`config.mk`:
```
export PLATFORM = sky130hd
export DESIGN_NAME = autoneg_next_page_regs
export DESIGN_NICKNAME = d
export VERILOG_FILES = /design/src/sticky_flag.v /design/src/autoneg_next_page_regs.v
export VERILOG_INCLUDE_DIRS = /design/src
export SDC_FILE = /design/constraint.sdc
export NUM_CORES = 1
export LEC_CHECK = 0
export BUFFER_PORTS_ARGS = -buffer_cell sky130_fd_sc_hd__buf_2
export CAP_MARGIN = 25
export CORE_MARGIN = 1
export CORE_UTILIZATION = 40
export CTS_BUF_LIST = sky130_fd_sc_hd__clkbuf_4 sky130_fd_sc_hd__clkbuf_8
export DETAILED_ROUTE_END_ITERATION = 7
export PLACE_DENSITY = 0.68
export SETUP_SLACK_MARGIN = 0.02
export SYNTH_ARGS = -nofsm -noshare
export SYNTH_HDL_FRONTEND = slang
export SYNTH_SLANG_ARGS = --single-unit
```
`constraint.sdc`:
```
create_clock -name core_clk -period 3.8 [get_ports core_clk]
set_clock_uncertainty 0.2 [all_clocks]
set_input_delay 0.57 -clock core_clk [delete_from_list [all_inputs] [get_ports core_clk]]
set_output_delay 0.57 -clock core_clk [all_outputs]
set_load 0.01 [all_outputs]
```
`src/autoneg_np_map.vh`:
```
// Register offsets, field positions and reset values of the next-page bank
`ifndef AUTONEG_NP_MAP_VH
`define AUTONEG_NP_MAP_VH
`define REG_EXPANSION_STATUS     5'h06
`define REG_NEXT_PAGE_TRANSMIT   5'h07
`define REG_PARTNER_NEXT_PAGE    5'h08
`define EXP_PAR_DET_FAULT_BIT    4
`define EXP_PARTNER_NP_ABLE_BIT  3
`define EXP_LOCAL_NP_ABLE_BIT    2
`define EXP_PAGE_RECEIVED_BIT    1
`define EXP_PARTNER_AN_ABLE_BIT  0
`define NP_MORE_PAGES_BIT        15
`define NP_MESSAGE_PAGE_BIT      13
`define NP_ACK2_BIT              12
`define NP_TOGGLE_BIT            11
`define NP_CODE_MSB              10
`define NP_CODE_WIDTH            11
`define EXP_RESET_VALUE          16'h0004
`define NPTX_RESET_VALUE         16'h2001
`define NPRX_RESET_VALUE         16'h0000
`endif

```
`src/sticky_flag.v`:
```
// Latch-high status flag, cleared by a read, set wins over clear
`timescale 1ns/100ps
module sticky_flag (
    input  wire core_clk,
    input  wire rst_n,
    input  wire set_evt,
    input  wire clr_rd,
    output reg  flag_r
);
    always @(posedge core_clk) begin
        if (!rst_n) begin
            flag_r <= 1'b0;
        end else if (set_evt) begin
            flag_r <= 1'b1;
        end else if (clr_rd) begin
            flag_r <= 1'b0;
        end
    end
endmodule

```
`src/autoneg_next_page_regs.v`:
```
// Auto-negotiation expansion and next-page register bank
`timescale 1ns/100ps
`include "autoneg_np_map.vh"
module autoneg_next_page_regs #(
    parameter LOCAL_NP_ABLE = 1'b1
) (
    input  wire        core_clk,
    input  wire        rst_n,
    input  wire [4:0]  reg_addr,
    input  wire        reg_wr,
    input  wire        reg_rd,
    input  wire [15:0] reg_wdata,
    output reg  [15:0] reg_rdata,
    output reg         reg_rvalid,
    input  wire        par_det_fault_evt,
    input  wire        page_rx_evt,
    input  wire [15:0] page_rx_word,
    input  wire        partner_np_able,
    input  wire        partner_an_able,
    input  wire        tx_toggle,
    output wire [15:0] np_tx_word,
    output reg         np_tx_loaded
);
    localparam [15:0] NPTX_RST = `NPTX_RESET_VALUE;
    localparam [15:0] NPRX_RST = `NPRX_RESET_VALUE;

    // Transmit page fields, one register each
    reg                       more_pages_r;
    reg                       msg_page_r;
    reg                       ack2_r;
    reg  [`NP_CODE_WIDTH-1:0] code_r;

    // Received page and mirrored link status
    reg  [15:0]               nprx_r;
    reg                       partner_np_r;
    reg                       partner_an_r;
    reg                       toggle_r;

    // Next values of the bus side outputs and the engine load strobe
    reg                       loaded_nxt;
    reg                       rvalid_nxt;
    reg  [15:0]               rdata_nxt;

    wire                      fault_flag;
    wire                      page_flag;
    wire                      hit_exp;
    wire                      hit_nptx;
    wire                      hit_nprx;
    wire                      exp_rd;
    wire                      nptx_wr;
    wire [15:0]               exp_word;
    wire [15:0]               nprx_word;
    wire [15:0]               tx_mask;
    wire [15:0]               wdata_m;

    // Address compare
    function addr_hit;
        input [4:0] addr;
        input [4:0] target;
        begin
            addr_hit = (addr == target);
        end
    endfunction

    // Writable bits of the transmit page
    function [15:0] tx_writable;
        input dummy;
        begin
            tx_writable = 16'h0000;
            tx_writable[`NP_MORE_PAGES_BIT] = 1'b1;
            tx_writable[`NP_MESSAGE_PAGE_BIT] = 1'b1;
            tx_writable[`NP_ACK2_BIT] = 1'b1;
            tx_writable[`NP_CODE_MSB:0] = {`NP_CODE_WIDTH{1'b1}};
        end
    endfunction

    // Page layout shared by both next-page registers; bit 14 always low
    function [15:0] pack_page;
        input                      more;
        input                      msg;
        input                      ack2;
        input                      tgl;
        input [`NP_CODE_WIDTH-1:0] code;
        begin
            pack_page = 16'h0000;
            pack_page[`NP_MORE_PAGES_BIT] = more;
            pack_page[`NP_MESSAGE_PAGE_BIT] = msg;
            pack_page[`NP_ACK2_BIT] = ack2;
            pack_page[`NP_TOGGLE_BIT] = tgl;
            pack_page[`NP_CODE_MSB:0] = code;
        end
    endfunction

    // Address decode
    assign hit_exp  = addr_hit(reg_addr, `REG_EXPANSION_STATUS);
    assign hit_nptx = addr_hit(reg_addr, `REG_NEXT_PAGE_TRANSMIT);
    assign hit_nprx = addr_hit(reg_addr, `REG_PARTNER_NEXT_PAGE);
    assign exp_rd   = reg_rd && hit_exp;
    assign nptx_wr  = reg_wr && hit_nptx;
    assign tx_mask  = tx_writable(1'b0);
    assign wdata_m  = reg_wdata & tx_mask;

    // Event flags, cleared by an expansion read
    sticky_flag u_fault (
        .core_clk (core_clk),
        .rst_n    (rst_n),
        .set_evt  (par_det_fault_evt),
        .clr_rd   (exp_rd),
        .flag_r   (fault_flag)
    );

    sticky_flag u_page (
        .core_clk (core_clk),
        .rst_n    (rst_n),
        .set_evt  (page_rx_evt),
        .clr_rd   (exp_rd),
        .flag_r   (page_flag)
    );

    // Expansion word
    assign exp_word[15:5] = 11'h000;
    assign exp_word[`EXP_PAR_DET_FAULT_BIT] = fault_flag;
    assign exp_word[`EXP_PARTNER_NP_ABLE_BIT] = partner_np_r;
    assign exp_word[`EXP_LOCAL_NP_ABLE_BIT] = LOCAL_NP_ABLE[0];
    assign exp_word[`EXP_PAGE_RECEIVED_BIT] = page_flag;
    assign exp_word[`EXP_PARTNER_AN_ABLE_BIT] = partner_an_r;

    // Transmit word with the registered engine toggle inserted
    assign np_tx_word = pack_page(more_pages_r, msg_page_r, ack2_r, toggle_r, code_r);

    // Partner word as received, reserved bit dropped
    assign nprx_word = pack_page(nprx_r[`NP_MORE_PAGES_BIT], nprx_r[`NP_MESSAGE_PAGE_BIT],
                                 nprx_r[`NP_ACK2_BIT], nprx_r[`NP_TOGGLE_BIT],
                                 nprx_r[`NP_CODE_MSB:0]);

    // Transmit page fields
    always @(posedge core_clk) begin
        if (!rst_n) begin
            more_pages_r <= NPTX_RST[`NP_MORE_PAGES_BIT];
            msg_page_r   <= NPTX_RST[`NP_MESSAGE_PAGE_BIT];
            ack2_r       <= NPTX_RST[`NP_ACK2_BIT];
            code_r       <= NPTX_RST[`NP_CODE_MSB:0];
        end else if (nptx_wr) begin
            more_pages_r <= wdata_m[`NP_MORE_PAGES_BIT];
            msg_page_r   <= wdata_m[`NP_MESSAGE_PAGE_BIT];
            ack2_r       <= wdata_m[`NP_ACK2_BIT];
            code_r       <= wdata_m[`NP_CODE_MSB:0];
        end
    end

    // Load strobe towards the negotiation engine
    always @* begin
        loaded_nxt = nptx_wr;
    end

    always @(posedge core_clk) begin
        if (!rst_n) begin
            np_tx_loaded <= 1'b0;
        end else begin
            np_tx_loaded <= loaded_nxt;
        end
    end

    // Toggle follows the engine, never the bus
    always @(posedge core_clk) begin
        if (!rst_n) begin
            toggle_r <= 1'b0;
        end else begin
            toggle_r <= tx_toggle;
        end
    end

    // Partner ability mirrors
    always @(posedge core_clk) begin
        if (!rst_n) begin
            partner_np_r <= 1'b0;
            partner_an_r <= 1'b0;
        end else begin
            partner_np_r <= partner_np_able;
            partner_an_r <= partner_an_able;
        end
    end

    // Received page, loaded only by the engine
    always @(posedge core_clk) begin
        if (!rst_n) begin
            nprx_r <= NPRX_RST;
        end else if (page_rx_evt) begin
            nprx_r <= page_rx_word;
        end
    end

    // Read select; data holds between reads
    always @* begin
        rvalid_nxt = reg_rd;
        rdata_nxt  = reg_rdata;
        if (reg_rd) begin
            if (hit_exp) begin
                rdata_nxt = exp_word;
            end else if (hit_nptx) begin
                rdata_nxt = np_tx_word;
            end else if (hit_nprx) begin
                rdata_nxt = nprx_word;
            end else begin
                rdata_nxt = 16'h0000;
            end
        end
    end

    // Read data, registered
    always @(posedge core_clk) begin
        if (!rst_n) begin
            reg_rdata  <= 16'h0000;
            reg_rvalid <= 1'b0;
        end else begin
            reg_rdata  <= rdata_nxt;
            reg_rvalid <= rvalid_nxt;
        end
    end
endmodule

```
==> impl_metrics.csv <==
group,metric,value,unit
clock_network,numCtsBuffers,5,
yosys,synth_compound_gate_area_share,11.8,%
clock_network,cts-htree-levels,2,
setup_path,worstPathMaxFanout,15,
clock_network,gates_resized_cts_repair,0,
clock_network,clk_transition_reported_paths,80,ps
die,floorplan.initialDensity,42.5,%
detailed_routing,drt_first_pass_iters,4,
grt,globalRouteTotalUtil,17.0,%
clock_network,cts_sink_cnt,51,
die,core,4850,um2
timing,clock.fmax,0.531,GHz
placement,placed_cell_areas,2400,um2
detailed_routing,drcViolationCount,0,
layout,n_antenna_cell,0,
timing,max_slew.worst_pin.slew,874,ps
grt,grt_first_pass_wirelength,6840,um
detailed_routing,drt_iter0_drc,43,
timing,hold_viol,0,
pwr,cellLeakagePower,1.06,nW
layout,area_growth_syn_to_layout,20.5,%
clock_network,clock_path_buffers,2,
clock_network,worstSkewPairLatency,300,ps
pwr,power.density,374,nW/um2
setup_path,timing.setup.critical_path_class,"input port to flop",
grt,number_of_global_route_vias_before_repair,1452,
detailed_routing,drt-total-wl,4380,um
timing,slew_headroom,41.3,%
layout,finish.instance_area,2480,um2
timing,grt_setup_unrepaired,"no",
yosys,post_synth_simple_gate_area,18.3,%
flow_run,maxCapViolCount,0,
yosys,syn_area,2060,um2
setup_path,setup.worst_path.start_class,"input port",
yosys,synth_cell_types,25,
layout,fill_cells,498,
placement,dp.final_hpwl,3130,um
yosys,avgSynthCellArea,10.2,um2
timing,finalSetupViolations,0,
detailed_routing,antenna_violating_nets_post_route,0,
detailed_routing,route.detailed.vias_per_inst,4.72,
status,status,"finished clean",
die,io-pin-count,80,
timing,count_of_pins_over_their_slew_limit,0,
timing,setup_tns,0,ps
layout,nets,314,
die,dieHeight,73.8,um
yosys,syn_inst,202,
pwr,peakVddDrop,0.000213,V
yosys,arithmetic_cell_share_of_the_synthesized_area_counting_full_adders_half_adders_and_majority_gates,0,%
yosys,synthesis_warnings,0,
setup_path,crit_end_category,"flop",
grt,globalRouteOverflowTotal,0,
setup_path,critPathArrivalTime,1910,ps
die,dieWidth,73.8,um
setup_path,required,3830,ps
layout,seq_area,1020,um2
clock_network,clk_root_buffer_cell,"sky130_fd_sc_hd__clkbuf_8",
min_path,class_of_the_worst_hold_path,"flop to flop",
setup_path,critical_path.startpoint,"reg_addr[2]",
clock_network,tritoncts,"done",
setup_path,r2r-start,"code_r[0]",
yosys,yosys.area_share.xor_xnor,0,%
layout,final_layout_size_suffix_gt1_share,31.5,%
yosys,synth_sequential_area_ratio,49.6,%
grt,largest_net_degree_at_the_start_of_global_routing,39,
detailed_routing,route.detailed.wl_per_inst,13.1,um
die,floorplan.rows,25,
min_path,min-delay-start,"reg_rdata[11]",
placement,gp_congestion,0.693,
yosys,yosys_register_bits,51,
layout,multi_input_comb_area,920,um2
clock_network,setup_buffers_after_cts,0,
grt,initial_antenna_violation_count,0,
timing,final_min_period_over_clock_period,49.6,%
detailed_routing,dr_total_vias,1576,
yosys,synthMuxAreaShare,14.1,%
die,die_ar,5440,um2
yosys,dominant_combinational_cell_family_by_area_after_synthesis,"simple AND/OR/NAND/NOR gates",
placement,portBuffers,74,
timing,final.min_clock_period,1880,ps
clock_network,cts_hold_buffers,0,
## metrics by stage
stage	setup WS [ps]	hold slack [ps]	util [%]	power [mW]	instances
2_1_floorplan	1910	248	-	0.616	203
4_1_cts	1630	252	51.0	0.936	333
3_3_place_gp	1390	230	49.5	0.648	327
5_1_grt	1760	263	51.2	0.968	334
3_5_place_dp	1330	240	49.5	0.650	327
6_report	1920	249	51.2	0.927	334
## cell usage in the layout, fill, tap and decap left out, drive strengths merged
master  instances
nand2b          3
nor2            3
nand2          19
nor4            1
and2            7
inv             1
a22oi          10
and4bb          1
o21ai          20
conb            2
o21a            2
nor2b          28
clkbuf          6
buf            75
and3            1
a32oi           2
dfxtp          51
a31oi           1
nand4b          1
a21boi          4
mux2i          29
## registers in the layout, indices dropped and copies added, names as in the netlist
name / count
more_pages_r: 1
partner_np_r: 1
u_fault.flag_r: 1
u_page.flag_r: 1
code_r: 11
msg_page_r: 1
reg_rdata: 15
ack2_r: 1
toggle_r: 1
np_tx_loaded: 1
partner_an_r: 1
reg_rvalid: 1
nprx_r: 15
## critical path: stages
cell	delay, ps
sky130_fd_sc_hd__buf_2	110
sky130_fd_sc_hd__nand2b_1	160
sky130_fd_sc_hd__nor4_4	660
sky130_fd_sc_hd__a22oi_1	220
sky130_fd_sc_hd__o21ai_1	180
## cells by family after synthesis
kind of cell | after synthesis
muxes | 29
AOI/OAI and AO/OA | 39
and+or+nand+nor | 64
other | 1
DFF | 51
buffers and inverters | 18
## per-layer routing
layer  wire, um  global-route usage (%)  part of all wire [%]
met5          0                       0                     0
met4         73                    7.26                   1.7
met3        250                    4.80                   5.7
met2       2150                    27.9                    49
met1       1900                    20.7                    43
## final timing paths
kind / to / slack (ps) / cells after the start
worst min register to register: reg_rdata[11] / 250 / 2
worst min-delay path: reg_rdata[11] / 250 / 2
worst max-delay path: reg_rdata[7] / 1920 / 5
worst max register to register: reg_rdata[0] / 2700 / 3
## area by class of cell
type	count	area share, %
clock buffer	6	3.07
inverter	1	0.151
multi-input combinational	134	37.0
sequential	51	41.1
tap	67	3.38
timing repair buffer	75	15.2
## cells in the mapped netlist
library cell	n	area, um2
sky130_fd_sc_hd__o21ai_1	5	25.0
sky130_fd_sc_hd__and4bb_4	1	16.3
sky130_fd_sc_hd__nand2_1	19	71.3
sky130_fd_sc_hd__o21ai_0	15	75.1
sky130_fd_sc_hd__o21a_1	2	15.0
sky130_fd_sc_hd__a22oi_1	10	75.1
sky130_fd_sc_hd__dfxtp_1	51	1020
sky130_fd_sc_hd__nor2_1	3	11.3
sky130_fd_sc_hd__conb_1	1	3.75
sky130_fd_sc_hd__buf_4	6	45.0
sky130_fd_sc_hd__and3_4	1	11.3
sky130_fd_sc_hd__nor2b_1	28	175
sky130_fd_sc_hd__a31oi_1	1	6.26
sky130_fd_sc_hd__a21boi_0	4	30.0
sky130_fd_sc_hd__mux2i_1	29	290
sky130_fd_sc_hd__nand4b_1	1	8.76
sky130_fd_sc_hd__buf_12	1	20.0
sky130_fd_sc_hd__and2_1	7	43.8
sky130_fd_sc_hd__clkbuf_1	5	18.8
sky130_fd_sc_hd__nor4_4	1	21.3
sky130_fd_sc_hd__buf_8	1	15.0
sky130_fd_sc_hd__a32oi_1	2	17.5
sky130_fd_sc_hd__nand2b_1	3	18.8
sky130_fd_sc_hd__buf_2	4	20.0
sky130_fd_sc_hd__inv_1	1	3.75
## power by group
group	internal, mW	switching [mW]	leakage (nW)
Clock	0.130	0.160	0.0406
Sequential	0.550	0.00748	0.416
Combinational	0.0402	0.0394	0.604
No activity file was read; power rests on OpenSTA's default activity.
